<file path="config.mk">
export PLATFORM = sky130hd
export DESIGN_NAME = ecv_exception_unit
export DESIGN_NICKNAME = d
export VERILOG_FILES = /design/src/rtl/ecv_pkg.sv /design/src/rtl/ecv_exception_unit.sv
export SDC_FILE = /design/constraint.sdc
export NUM_CORES = 1
export LEC_CHECK = 0
export BUFFER_PORTS_ARGS = -buffer_cell sky130_fd_sc_hd__buf_2
export CAP_MARGIN = 5
export CORE_ASPECT_RATIO = 1.2
export CORE_MARGIN = 3
export CORE_UTILIZATION = 39
export DETAILED_ROUTE_END_ITERATION = 8
export GPL_ROUTABILITY_DRIVEN = 0
export GPL_TIMING_DRIVEN = 0
export PLACE_DENSITY_LB_ADDON = 0.05
export RECOVER_POWER = 25
export SETUP_SLACK_MARGIN = 0.05
export SLEW_MARGIN = 30
export SYNTH_ARGS = -nofsm -noshare
export SYNTH_HDL_FRONTEND = slang
export SYNTH_SLANG_ARGS = --single-unit
</file>
<file path="constraint.sdc">
create_clock -name sys_clk -period 3.2 [get_ports sys_clk]
set_clock_uncertainty 0.2 [all_clocks]
set_input_delay 0 -clock sys_clk [delete_from_list [all_inputs] [get_ports sys_clk]]
set_output_delay 0 -clock sys_clk [all_outputs]
set_load 0.005 [all_outputs]
</file>
<file path="src/rtl/ecv_pkg.sv">
// Package holding constants and carrier types of the exception cause and vectoring unit.
package ecv_pkg;

	localparam logic [31:0] ECV_VEC_EXT_INT = 32'h0000_0500;
	localparam logic [31:0] ECV_VEC_ALIGN = 32'h0000_0600;
	localparam logic [31:0] ECV_VEC_PROGRAM = 32'h0000_0700;
	localparam logic [31:0] ECV_VEC_FP_UNAVAIL = 32'h0000_0800;
	localparam logic [31:0] ECV_TABLE_BASE_HIGH = 32'hFFF0_0000;
	localparam logic [31:0] ECV_TABLE_BASE_LOW = 32'h0000_0000;

	// Cause bit positions in the save/restore status word, bit 0 being the least significant.
	localparam int ECV_SRR_FP_ENABLED_POS = 20;
	localparam int ECV_SRR_ILLEGAL_POS = 19;
	localparam int ECV_SRR_PRIVILEGED_POS = 18;
	localparam int ECV_SRR_TRAP_POS = 17;
	localparam logic [31:0] ECV_SRR_RESET = 32'h0000_0000;

	localparam logic [1:0] ECV_WORD_ALIGNED = 2'h0;
	localparam logic ECV_FEX_RESET = 1'h0;

	typedef enum logic [2:0] {
		ECV_CLASS_NONE,
		ECV_CLASS_EXT_INT,
		ECV_CLASS_ALIGN,
		ECV_CLASS_PROGRAM,
		ECV_CLASS_FP_UNAVAIL
	} ecv_class_e;

	// Machine state register bits that steer exception detection and the vector table base.
	typedef struct packed {
		logic userPrivilegeBit;
		logic fpAvailableBit;
		logic fpExceptionMode0;
		logic fpExceptionMode1;
		logic extIntEnable;
		logic tableBaseHigh;
	} ecv_msr_s;

	// Decoded facts about the instruction that is completing this cycle.
	typedef struct packed {
		logic valid;
		logic isFpOp;
		logic isFpLoadStore;
		logic isLoadStoreMultiple;
		logic isReserveOrConditional;
		logic isCacheBlockZero;
		logic isExtControlWord;
		logic [1:0] effAddrLow;
		logic pageCachingInhibited;
		logic pageWriteThrough;
		logic dcacheLockedOrDisabled;
		logic illegalOpcode;
		logic illegalExtCombo;
		logic unimplementedOptional;
		logic optionalAsNop;
		logic isPrivileged;
		logic isSprMove;
		logic specialRegisterFieldInvalid;
		logic specialRegisterFieldTop;
		logic isTrap;
		logic trapConditionMet;
		logic fpEnabledExcRaised;
		logic isMoveToFpStatus;
		logic [7:0] fpStatusExcBits;
		logic [7:0] fpStatusEnableBits;
	} ecv_insn_s;

endpackage

</file>
<file path="src/rtl/ecv_exception_unit.sv">
// Exception detection, prioritising and vectoring for the core's completion stage.
`timescale 1ns/1ps

module ecv_exception_unit (
	input wire logic sys_clk,
	input wire logic reset,
	input wire logic extIntReqN,
	input wire logic dispatchedEmpty,
	input wire ecv_pkg::ecv_msr_s machineStateReg,
	input wire ecv_pkg::ecv_insn_s cmplInsn,
	output logic dispatchHold,
	output logic fetchRedirect,
	output logic [31:0] handlerAddr,
	output logic [31:0] saveRestoreStatusWord,
	output logic fpEnabledExceptionSummary,
	output ecv_pkg::ecv_class_e excClass
);
	import ecv_pkg::*;

	// Drain is the window between interrupt detection and entry, with dispatch frozen.
	typedef enum {
		ECV_ST_RUN,
		ECV_ST_DRAIN
	} ecv_state_e;

	function automatic logic misaligned(input logic [1:0] low);
		misaligned = (low != ECV_WORD_ALIGNED);
	endfunction

	function automatic logic [31:0] vectorAddr(input logic baseHigh, input logic [31:0] offset);
		vectorAddr = (baseHigh ? ECV_TABLE_BASE_HIGH : ECV_TABLE_BASE_LOW) | offset;
	endfunction

	// Vector offset of each redirect class; a class of none never reaches a redirect.
	function automatic logic [31:0] classOffset(input ecv_class_e cls);
		case (cls)
			ECV_CLASS_EXT_INT: classOffset = ECV_VEC_EXT_INT;
			ECV_CLASS_ALIGN: classOffset = ECV_VEC_ALIGN;
			ECV_CLASS_FP_UNAVAIL: classOffset = ECV_VEC_FP_UNAVAIL;
			default: classOffset = ECV_VEC_PROGRAM;
		endcase
	endfunction

	// Only the highest-priority program cause is recorded, so the handler never sees two reasons at once.
	function automatic logic [31:0] programCauseWord(input logic illegal, input logic priv, input logic trap,
			input logic fpEnabled);
		programCauseWord = ECV_SRR_RESET;
		if (illegal) begin
			programCauseWord[ECV_SRR_ILLEGAL_POS] = 1'h1;
		end else if (priv) begin
			programCauseWord[ECV_SRR_PRIVILEGED_POS] = 1'h1;
		end else if (trap) begin
			programCauseWord[ECV_SRR_TRAP_POS] = 1'h1;
		end else if (fpEnabled) begin
			programCauseWord[ECV_SRR_FP_ENABLED_POS] = 1'h1;
		end
	endfunction

	ecv_state_e state_q, state_d;
	logic dispatchHold_q, dispatchHold_d;
	logic fetchRedirect_q, fetchRedirect_d;
	logic [31:0] handlerAddr_q, handlerAddr_d;
	logic [31:0] srr_q, srr_d;
	logic fex_q, fex_d;
	ecv_class_e excClass_q, excClass_d;

	logic alignExc, illegalExc, privExc, fpUnavailExc, trapExc, fpEnabledExc, programExc;
	logic insnExc;
	logic alignAccess, alignCbzPage, alignCbzCache, alignExtControl;
	logic privInsn, privSprMove;

	// Cause detection on the completing instruction; every cause stands alone so each can be traced.
	always_comb begin
		alignAccess = (cmplInsn.isFpLoadStore || cmplInsn.isLoadStoreMultiple || cmplInsn.isReserveOrConditional)
			&& misaligned(cmplInsn.effAddrLow);
		alignCbzPage = cmplInsn.isCacheBlockZero &&
			(cmplInsn.pageCachingInhibited || cmplInsn.pageWriteThrough);
		alignCbzCache = cmplInsn.isCacheBlockZero && cmplInsn.dcacheLockedOrDisabled;
		alignExtControl = cmplInsn.isExtControlWord && misaligned(cmplInsn.effAddrLow);
		alignExc = cmplInsn.valid && (alignAccess || alignCbzPage || alignCbzCache || alignExtControl);
		// Optional instructions decoded as no-ops complete quietly and so mask the illegal cause.
		illegalExc = cmplInsn.valid && !cmplInsn.optionalAsNop &&
			(cmplInsn.illegalOpcode || cmplInsn.illegalExtCombo || cmplInsn.unimplementedOptional);
		privInsn = cmplInsn.isPrivileged;
		privSprMove = cmplInsn.isSprMove && cmplInsn.specialRegisterFieldInvalid &&
			cmplInsn.specialRegisterFieldTop;
		privExc = cmplInsn.valid && machineStateReg.userPrivilegeBit && (privInsn || privSprMove);
		// Loads, stores and moves of floating-point data need the unit as much as arithmetic does.
		fpUnavailExc = cmplInsn.valid && (cmplInsn.isFpOp || cmplInsn.isFpLoadStore) &&
			!machineStateReg.fpAvailableBit;
		// A trap whose selected comparisons all fail completes as an ordinary instruction.
		trapExc = cmplInsn.valid && cmplInsn.isTrap && cmplInsn.trapConditionMet;
		// Both mode bits clear means floating-point enabled exceptions are ignored.
		fpEnabledExc = cmplInsn.valid && fex_q &&
			(machineStateReg.fpExceptionMode0 || machineStateReg.fpExceptionMode1);
		programExc = illegalExc || privExc || trapExc || fpEnabledExc;
		insnExc = alignExc || programExc || fpUnavailExc;
	end

	// Summary bit: an enabled FP exception sets it; a status move recomputes it.
	always_comb begin
		fex_d = fex_q;
		if (cmplInsn.valid && cmplInsn.isMoveToFpStatus) begin
			fex_d = |(cmplInsn.fpStatusExcBits & cmplInsn.fpStatusEnableBits);
		end
		if (cmplInsn.valid && cmplInsn.fpEnabledExcRaised) begin
			fex_d = 1'h1;
		end
	end

	// The summary bit survives exception entry; only a status move or reset can clear it.
	always_ff @(posedge sys_clk) begin
		if (reset) begin
			fex_q <= ECV_FEX_RESET;
		end else begin
			fex_q <= fex_d;
		end
	end

	// Exception selection, dispatch hold and handler redirect.
	always_comb begin
		// Redirect and class are one-cycle pulses; address and cause word hold until the next redirect.
		state_d = state_q;
		dispatchHold_d = dispatchHold_q;
		fetchRedirect_d = 1'h0;
		handlerAddr_d = handlerAddr_q;
		srr_d = srr_q;
		excClass_d = ECV_CLASS_NONE;
		if (insnExc) begin
			// Instruction exceptions win over a pending interrupt; the drain restarts afterwards.
			fetchRedirect_d = 1'h1;
			state_d = ECV_ST_RUN;
			dispatchHold_d = 1'h0;
			// Causes that stop an instruction from executing outrank those that it raises by executing.
			if (illegalExc || privExc) begin
				excClass_d = ECV_CLASS_PROGRAM;
			end else if (fpUnavailExc) begin
				excClass_d = ECV_CLASS_FP_UNAVAIL;
			end else if (alignExc) begin
				excClass_d = ECV_CLASS_ALIGN;
			end else begin
				excClass_d = ECV_CLASS_PROGRAM;
			end
			handlerAddr_d = vectorAddr(machineStateReg.tableBaseHigh, classOffset(excClass_d));
			srr_d = ECV_SRR_RESET;
			if (excClass_d == ECV_CLASS_PROGRAM) begin
				srr_d = programCauseWord(illegalExc, privExc, trapExc, fpEnabledExc);
			end
		end else begin
			unique case (state_q)
				ECV_ST_RUN: begin
					// Dispatch stops at once; entry itself waits until the dispatched window has drained.
					if (!extIntReqN && machineStateReg.extIntEnable) begin
						state_d = ECV_ST_DRAIN;
						dispatchHold_d = 1'h1;
					end
				end
				ECV_ST_DRAIN: begin
					if (extIntReqN) begin
						// A withdrawn request is dropped rather than serviced late.
						state_d = ECV_ST_RUN;
						dispatchHold_d = 1'h0;
					end else if (dispatchedEmpty && !cmplInsn.valid) begin
						// Nothing in flight and nothing completing, so entry cannot overtake an older exception.
						state_d = ECV_ST_RUN;
						dispatchHold_d = 1'h0;
						fetchRedirect_d = 1'h1;
						handlerAddr_d = vectorAddr(machineStateReg.tableBaseHigh, ECV_VEC_EXT_INT);
						srr_d = ECV_SRR_RESET;
						excClass_d = ECV_CLASS_EXT_INT;
					end
				end
			endcase
		end
	end

	always_ff @(posedge sys_clk) begin
		if (reset) begin
			state_q <= ECV_ST_RUN;
			dispatchHold_q <= 1'h0;
			fetchRedirect_q <= 1'h0;
			// The handler address resets to the low table base and means nothing until the first redirect.
			handlerAddr_q <= ECV_TABLE_BASE_LOW;
			srr_q <= ECV_SRR_RESET;
			excClass_q <= ECV_CLASS_NONE;
		end else begin
			state_q <= state_d;
			dispatchHold_q <= dispatchHold_d;
			fetchRedirect_q <= fetchRedirect_d;
			handlerAddr_q <= handlerAddr_d;
			srr_q <= srr_d;
			excClass_q <= excClass_d;
		end
	end

	// Every output is a register copy, so nothing combinational leaves the block.
	assign dispatchHold = dispatchHold_q;
	assign fetchRedirect = fetchRedirect_q;
	assign handlerAddr = handlerAddr_q;
	assign saveRestoreStatusWord = srr_q;
	assign fpEnabledExceptionSummary = fex_q;
	assign excClass = excClass_q;

endmodule

</file>
==> results of run 1 <==
-- routing by layer --
layer,wire length [um],vias up,GRT usage
li1,-,667,-
met1,1060,555,0.170
met2,1760,53,0.299
met3,269,0,0.0465
met4,0,0,0.00870
met5,0,-,0
-- layout by cell type, fill, tap and decap left out, drive strengths merged, types with 2 or more instances in the layout --
cell type and n:
nand2 6, dlygate4sd3 17, a31oi 3, and2 2, o21ai 7, nor2 6
buf 122, dfxtp 15, nand3 2, clkbuf 14, a221oi 2, conb 44
nor4b 2, a22o 2, nor4 4, o21a 4, o31ai 2, o211ai 2
a21oi 5
-- layout make-up --
| class | instances | area share |
|---|---|---|
| clock buffer | 4 | 0.0133 |
| inverter | 1 | 0.00190 |
| sequential | 15 | 0.152 |
| multi-input combinational | 108 | 0.325 |
| timing repair buffer | 91 | 0.269 |
| buffer | 58 | 0.217 |
| tap | 34 | 0.0216 |
-- report_power, final --
group | leakage, nW | switching (mW) | internal (mW) | total (mW)
logic | 0.946 | 0.0792 | 0.119 | 0.198
clock network | 0.0150 | 0.0576 | 0.0484 | 0.106
registers | 0.124 | 0.00772 | 0.198 | 0.206
total | 1.08 | 0.145 | 0.365 | 0.510
-- stage by stage --
stage / power, mW / hold WS [ns]
floorplan: 0.328 / -0.123
detailed placement: 0.392 / -0.0179
CTS: 0.511 / 0.0314
global placement: 0.391 / -0.0226
finish: 0.510 / 0.0466
global route: 0.544 / 0.0717
-- flip-flops by register name, indices dropped and copies added (netlist names) --
register                   count
saveRestoreStatusWord          4
handlerAddr                    5
fpEnabledExceptionSummary      1
dispatchHold                   1
excClass                       3
fetchRedirect                  1
-- cells by family (layout without fill, tap and decap cells) --
kind of cell           count (synthesis)  after routing  share of synthesized area
buffers and inverters                 59            154                      0.356
AO/OA/AOI/OAI                         32             32                      0.221
AND/OR/NAND/NOR                       31             31                      0.163
other                                  1             44                    0.00310
multiplexers                           1              1                    0.00826
flip-flops                            15             15                      0.248
-- critical path, stage by stage --
cell,delay [ns]
dlygate4sd3_1,0.54
buf_2,0.12
or3_1,0.35
dlygate4sd3_1,0.58
a21oi_1,0.19
nand4b_1,0.19
nor4_1,0.28
dlygate4sd3_1,0.58
-- repair_timing --
item / CTS / global route
resized for setup: 0 / 0
hold buffers: 17 / 0
hold endpoints to repair: 12 / 0
-- path summary, 6_finish.rpt --
| kind | start | depth (start not counted) | to |
|---|---|---|---|
| worst max register to register | dispatchHold$_SDFFE_PP0P_ | 4 | handlerAddr[11]$_SDFFE_PP0P_ |
| worst max-delay path | cmplInsn[27] | 8 | dispatchHold$_SDFFE_PP0P_ |
| worst min-delay path | cmplInsn[34] | 5 | handlerAddr[8]$_SDFFE_PP0P_ |
| worst min register to register | saveRestoreStatusWord[17]$_SDFFE_PP0P_ | 2 | saveRestoreStatusWord[17]$_SDFFE_PP0P_ |
==> results.ini, run 1 <==
[yosys]
synth_enable_flop_cells = 0
synth-warning-count = 0
synthTopCellsByArea = buf_4 (35%), dfxtp_1 (25%), o21a_1 (2.5%)
ys_seq_area_frac = 0.248
synth_common_cells = buf_4 (56), dfxtp_1 (15), nand2_1 (6), nor2_1 (6), a21oi_1 (5)
syn_area_per_cell_um2 = 8.71
ys_ff_latch = 15
yosys.area.top_type = buf_4
synth_top_area_frac = 0.347
yosysMostFrequentCell = buf_4
synthCells = 139
synth_cell_types = 38
async_flop_share = 0
synth_area_um2 = 1210
synthFlopType = dfxtp_1

[critical_path]
required_ns = 3.23
reg2reg_slack_ns = 1.31
worstSetupPathType = input pin to register
cp-start-kind = input pin
end_kind = register
critPathArrivalTime_ns = 2.83
worst-path-max-fanout = 3

[hold_path]
min_path_type = input pin to register

[finish]
final_cells = 311
areaGrowthSynthToFinish_pct = 62.8
drive_gt1_frac = 0.477
fillCellCount = 272
design_area_um2 = 1970
final_nets = 328
multi_input_area_um2 = 641
fin_util = 0.682
seqCellArea_um2 = 300
antenna_cells = 0

[power]
p_per_area_nw_per_um2 = 259
p_leak_nw = 1.08
vdd_ir_drop_max_mv = 0.216

[floorplanning]
die-width_um = 56.9
rows = 21
core_area_um2 = 2890
num_io_pins = 120
die_area_um2 = 3810
start_util = 0.419
die_y_um = 67.0

[route]
avgViaCountPerCell = 4.10
drc_errors = 0
wire_per_inst_um = 9.93
drt-pass1-iter-count = 4
drtIter0Drc = 16
routed_wl_mm = 3.09
vias = 1275
drtAntennaViolNets = 0

[clocking]
cts_setup_buffers = 0
htree_levels = 1
cts.sinks = 15
cts_tree = done
root_buffer = clkbuf_4
clock_path_buffers = 2
clk_pin_slew_ns = 0.08
clock_latency_ns = 0.28
cts_buffers = 3

[sta]
post-route-min-period_ns = 2.81
fin_setup_tns_ns = 0
max_freq_mhz = 356
worst_slew_pin_slew_ns = 0.503
hold_violations = 0
fin_ws_ns = 0.393
maxSlewHeadroom = 0.665
setup_viol = 0
finalCritPeriodShare = 0.877
rsz0062_at_grt = false
slew_viol_final = 0

[global_route]
antenna_found_initial = 0
grt_pass1_vias = 1217
grt.overflow.total = 0
track_usage = 0.153
grt_max_degree = 14
grt_pass1_wl_mm = 4.86

[placed_design]
placedCellCount = 290
port_buffers = 74
dpl_cell_area_um2 = 1790
dp_hpwl_mm = 2.63
place_ws_ns = 1.33

[job]
drv_cap = 0

[run_status]
outcome = completed

No activity file was read; power rests on OpenSTA's default activity.
==> run 2, diff against run 1 <==
CORE_ASPECT_RATIO = not set   (was 1.2)
MAX_ROUTING_LAYER = met4   (was not set)
==> run 2 against run 1 <==
  * The flow now finishes with violations (negative hold slack)
  * Count of clock-buffer cells in the layout is the same
  * Sequential share of layout area grew 0.11 points
  * Maximum frequency grew 1.5%
  * Wire length grew 4.6%
  * Via count grew 1.3%
  * Sequential power is essentially flat
  * Flip-flop and latch count is the same
  * Cell area shrank 0.70%
  * Highest routed layer is now met4
==> results.ini, run 2 (same netlist as run 1, synthesis figures left out) <==
[placed_design]
dpl_cell_area_um2 = 1780  ; -0.21%
port_buffers = 74  ; unchanged
place_ws_ns = 1.34  ; +0.0165 ns

[power]
seqPwrFrac = 0.406  ; +0.002
combPwrFrac = 0.391  ; +0.003
total_power_mw = 0.508  ; -0.40%
swShare = 0.283  ; -0.000982
p_clk_frac = 0.203  ; -0.005
vdd_ir_drop_max_mv = 0.142  ; -34%
p_per_area_nw_per_um2 = 259  ; +0.30%
internal_power_mw = 0.364  ; -0.26%
p_leak_nw = 1.08  ; -0.45%
p_switching_mw = 0.143  ; -0.75%

[global_route]
grt_busiest_layer = met2
use_met2 = 0.303  ; +0.00431
grt_pass1_vias = 1173  ; -3.6%
grtUsageMet1 = 0.202  ; +0.0320
grt_max_degree = 14  ; unchanged
use_met3 = 0.0165  ; -0.0300
track_usage = 0.167  ; +0.0135
grt.overflow.total = 0  ; unchanged
grt_pass1_wl_mm = 4.80  ; -1.4%
antenna_found_initial = 0  ; unchanged

[clocking]
cts.sinks = 15  ; unchanged
cts_buffers = 3  ; unchanged
cts_tree = done
clk_pin_slew_ns = 0.08  ; about the same
hold_buffers = 16  ; -1
clock_latency_ns = 0.27  ; about the same
root_buffer = clkbuf_4
clock_path_buffers = 2  ; unchanged
htree_levels = 1  ; unchanged
cts_resized = 0  ; unchanged
cts_setup_buffers = 0  ; unchanged

[sta]
fin_setup_tns_ns = 0  ; unchanged
max_freq_mhz = 362  ; +1.5%
rsz0062_at_grt = false
fin_ws_ns = 0.435  ; +0.0426 ns
setup_viol = 0  ; unchanged
hold_violations = 1  ; +1
slew_viol_final = 0  ; unchanged
hold-worst-slack_ns = -0.00208  ; -0.0487 ns
finalCritPeriodShare = 0.864  ; -0.0133
post-route-min-period_ns = 2.76  ; -0.0426 ns

[floorplanning]
die-width_um = 61.7  ; +8.5%
start_util = 0.425  ; +0.00551
die_y_um = 61.7  ; -7.9%
core_area_um2 = 2850  ; -1.3%
die_area_um2 = 3810  ; about the same
rows = 19  ; -9.5%
num_io_pins = 120  ; unchanged

[route]
drt-pass1-iter-count = 4  ; unchanged
routed_wl_mm = 3.23  ; +4.6%
wire_per_inst_um = 10.5  ; +6.0%
drc_errors = 0  ; unchanged
avgViaCountPerCell = 4.21  ; +2.7%
drtIter0Drc = 34  ; +18
drtAntennaViolNets = 0  ; unchanged
vias = 1292  ; +1.3%

[critical_path]
end_kind = register
cpPeakStageDelay_ns = 0.58  ; about the same
critPathSlowestCell = dlygate4sd3_1
worstSetupPathType = input pin to register
required_ns = 3.22  ; about the same
crit_path_frequent_cell = dlygate4sd3_1
critPathArrivalTime_ns = 2.78  ; -0.05 ns
cp-start-kind = input pin
worst-path-max-fanout = 3  ; unchanged
cp_cell_sequence = dlygate4sd3_1, buf_2, or3_1, dlygate4sd3_1, a21oi_1, nand4b_1, nor4_1, dlygate4sd3_1

[run_status]
failed_checks = negative hold slack
outcome = finished with violations

[finish]
final_cell_mix = buf_2 (66), buf_4 (56), conb_1 (44)
areaGrowthSynthToFinish_pct = 61.7
largest_reg_flops = 5  ; unchanged
mostFrequentLayoutCell = buf_2
final_nets = 327  ; -0.30%
drive_gt1_frac = 0.478  ; +0.00173
antenna_cells = 0  ; unchanged
design_area_um2 = 1960  ; -0.70%

[job]
drv_cap = 0  ; unchanged

[hold_path]
min_path_type = input pin to register

## run 2: final timing paths
path | from | end | slack (ns) | cells past startpoint
worst min register to register | saveRestoreStatusWord[17]$_SDFFE_PP0P_ | saveRestoreStatusWord[17]$_SDFFE_PP0P_ | 0.32 | 2
worst max-delay path | cmplInsn[27] | dispatchHold$_SDFFE_PP0P_ | 0.44 | 8
worst max register to register | dispatchHold$_SDFFE_PP0P_ | handlerAddr[11]$_SDFFE_PP0P_ | 1.33 | 4
worst min-delay path | cmplInsn[24] | saveRestoreStatusWord[18]$_SDFFE_PP0P_ | -0.002 | 4
## run 2: final cells by class
class,instances,area [um^2]
timing repair buffer,90,520
inverter,1,3.75
multi-input combinational,108,641
fill,275,895
tap,31,38.8
sequential,15,300
buffer,58,428
clock buffer,4,26.3
## run 2: per-layer routing
layer | vias to the layer above | wire [um]
li1 | 669 | -
met1 | 545 | 1240
met2 | 74 | 1630
met3 | 4 | 336
met4 | 0 | 25
met5 | - | 0
## run 2: critical path, delay by kind of cell
kind                   cells  cell delay [ns]
AO/OA/AOI/OAI              1             0.20
AND/OR/NAND/NOR            3             0.80
buffers and inverters      4             1.79
## run 2: power by group through the flow
stage	sequential [mW]	clock (mW)	combinational (mW)
CTS	0.206	0.108	0.197
detailed placement	0.210	0	0.183
global route	0.208	0.115	0.221
finish	0.206	0.103	0.198
global placement	0.210	0	0.182
floorplan	0.211	0	0.116
## run 2: stage by stage
stage                      util  hold WS (ns)  instances
after floorplan               -        -0.123        182
after global placement    0.625       -0.0211        287
after detailed placement  0.625      -0.00927        287
after CTS                 0.690       0.00317        307
after global routing      0.686        0.0437        307
final                     0.686      -0.00208        307
==> run 3, diff against run 2 <==
BUFFER_PORTS_ARGS = not set   (was -buffer_cell sky130_fd_sc_hd__buf_2)
CORE_MARGIN = 2   (was 3)
CORE_UTILIZATION = 45   (was 39)
DONT_BUFFER_PORTS = 1   (was not set)
GPL_ROUTABILITY_DRIVEN = not set   (was 0)
==> run 3 against run 2 <==
  * The run still ends with negative hold slack left
  * Cell area is 13% lower
  * Worst hold slack got worse by 0.0011 ns
  * Global-route usage increased by 1.3 points
  * Flip-flop and latch count unchanged
  * Sequential share of layout area grew 2.3 points
  * Power is 5.7% lower
  * Critical path depth shrank 1
  * Count of clock-buffer cells in the layout unchanged
  * Final cell count is 21% lower
  * Utilization fell by 0.98 points
  * Non-clock buffer count fell by 63
  * Maximum frequency is 4.1% lower
==> results.ini, run 3 (same netlist as run 1, synthesis figures left out) <==
[route]
avgViaCountPerCell = 4.53  ; +7.7%
drtIter0Drc = 18  ; -47%
vias = 1101  ; -15%
drtAntennaViolNets = 0  ; unchanged
wire_per_inst_um = 12.3  ; +17%
drt-pass1-iter-count = 4  ; unchanged
routed_wl_mm = 2.98  ; -7.7%
drc_errors = 0  ; unchanged

[critical_path]
end_kind = register
required_ns = 3.18  ; -0.04 ns
critPathSlowestCell = dlygate4sd3_1
crit_path_frequent_cell = dlygate4sd3_1
worstSetupPathType = input pin to register
cp-start-kind = input pin
cp_cell_sequence = dlygate4sd3_1, a31oi_1, dlygate4sd3_1, a2bb2oi_2, dlygate4sd3_1, a21oi_1, dlygate4sd3_1
critPathArrivalTime_ns = 2.86  ; +0.08 ns
cpPeakStageDelay_ns = 0.64  ; +0.06 ns
worst-path-max-fanout = 4  ; +1

[placed_design]
placedCellCount = 212  ; -26%
dp_hpwl_mm = 2.31
place_ws_ns = 1.29  ; -0.0541 ns
port_buffers = 0  ; -100%
dpl_cell_area_um2 = 1410  ; -21%
place_congestion = 0.727

[floorplanning]
rows = 18  ; -1
num_io_pins = 120  ; unchanged
die_y_um = 55.9  ; -9.5%
start_util = 0.480  ; +0.0556
die_area_um2 = 3120  ; -18%
core_area_um2 = 2520  ; -12%
die-width_um = 55.9  ; -9.5%

[clocking]
cts_resized = 0  ; unchanged
cts.sinks = 15  ; unchanged
cts_buffers = 3  ; unchanged
clk_pin_slew_ns = 0.09  ; about the same
clock_path_buffers = 2  ; unchanged
clock_latency_ns = 0.29  ; +0.02 ns
cts_tree = done
root_buffer = clkbuf_4
htree_levels = 1  ; unchanged

[sta]
hold-worst-slack_ns = -0.00317  ; -0.00109 ns
fin_ws_ns = 0.317  ; -0.119 ns
rsz0062_at_grt = false
hold_violations = 1  ; unchanged
max_freq_mhz = 347  ; -4.1%
slew_viol_final = 0  ; unchanged
fin_setup_tns_ns = 0  ; unchanged
setup_viol = 0  ; unchanged
post-route-min-period_ns = 2.88  ; +0.119 ns
finalCritPeriodShare = 0.901  ; +0.0370

[hold_path]
min_path_type = input pin to register

[finish]
areaGrowthSynthToFinish_pct = 40.9
fin_util = 0.677  ; -0.00982
mostFrequentLayoutCell = buf_4
drive_gt1_frac = 0.310  ; -0.168
antenna_cells = 0  ; unchanged
design_area_um2 = 1710  ; -13%
final_cell_mix = buf_4 (56), conb_1 (44), dlygate4sd3_1 (27)
final_cells = 243  ; -21%
final_nets = 264  ; -19%
largest_reg_flops = 5  ; unchanged

[power]
p_per_area_nw_per_um2 = 281  ; +8.2%
total_power_mw = 0.479  ; -5.7%
vdd_ir_drop_max_mv = 0.270  ; +90%
p_leak_nw = 0.843  ; -22%

[global_route]
antenna_found_initial = 0  ; unchanged
grt_pass1_wl_mm = 4.47  ; -6.8%
grt_max_degree = 14  ; unchanged
grt_pass1_vias = 1042  ; -11%
grt.overflow.total = 0  ; unchanged
track_usage = 0.180  ; +0.0127

[run_status]
outcome = finished with violations
failed_checks = negative hold slack

[job]
drv_cap = 0  ; unchanged

==> run 3: layout make-up <==
type	instances	area [um^2]
Inverter	1	3.75
Buffer	58	428
Fill cell	228	816
Clock buffer	4	26.3
Multi-Input combinational cell	108	641
Tap cell	30	37.5
Timing Repair Buffer	27	270
Sequential cell	15	300
==> run 3: metal layers <==
metal  global-route usage  share of wire
met2                0.344           0.53
met5                    -              0
met4               0.0510         0.0081
met3               0.0186           0.11
met1                0.195           0.35
==> run 3: power breakdown <==
part | internal [mW] | total (mW) | switching (mW)
logic | 0.0954 | 0.161 | 0.0655
registers | 0.198 | 0.210 | 0.0111
clock network | 0.0485 | 0.108 | 0.0600
==> run 3: repair_timing <==
item	4_1_cts	5_1_grt
endpoints found under the setup margin	0	0
hold endpoints to repair	14	0
buffers inserted	0	0
hold buffers	27	0
==> run 3: final timing paths <==
path                                           from                                      to  slack, ns  cells past startpoint
max reg2reg  fpEnabledExceptionSummary$_SDFFE_PP0P_  saveRestoreStatusWord[17]$_SDFFE_PP0P_       0.97                      5
min reg2reg            handlerAddr[11]$_SDFFE_PP0P_            handlerAddr[11]$_SDFFE_PP0P_       0.45                      2
max                                    cmplInsn[23]             handlerAddr[8]$_SDFFE_PP0P_       0.32                      7
min                                    cmplInsn[27]                fetchRedirect$_SDFF_PP0_     -0.003                      4
==> run 3: critical path: cells and delay by family <==
| kind | cells | cell delay, ns |
|---|---|---|
| buffers and inverters | 4 | 2.38 |
| AO/OA/AOI/OAI | 3 | 0.49 |
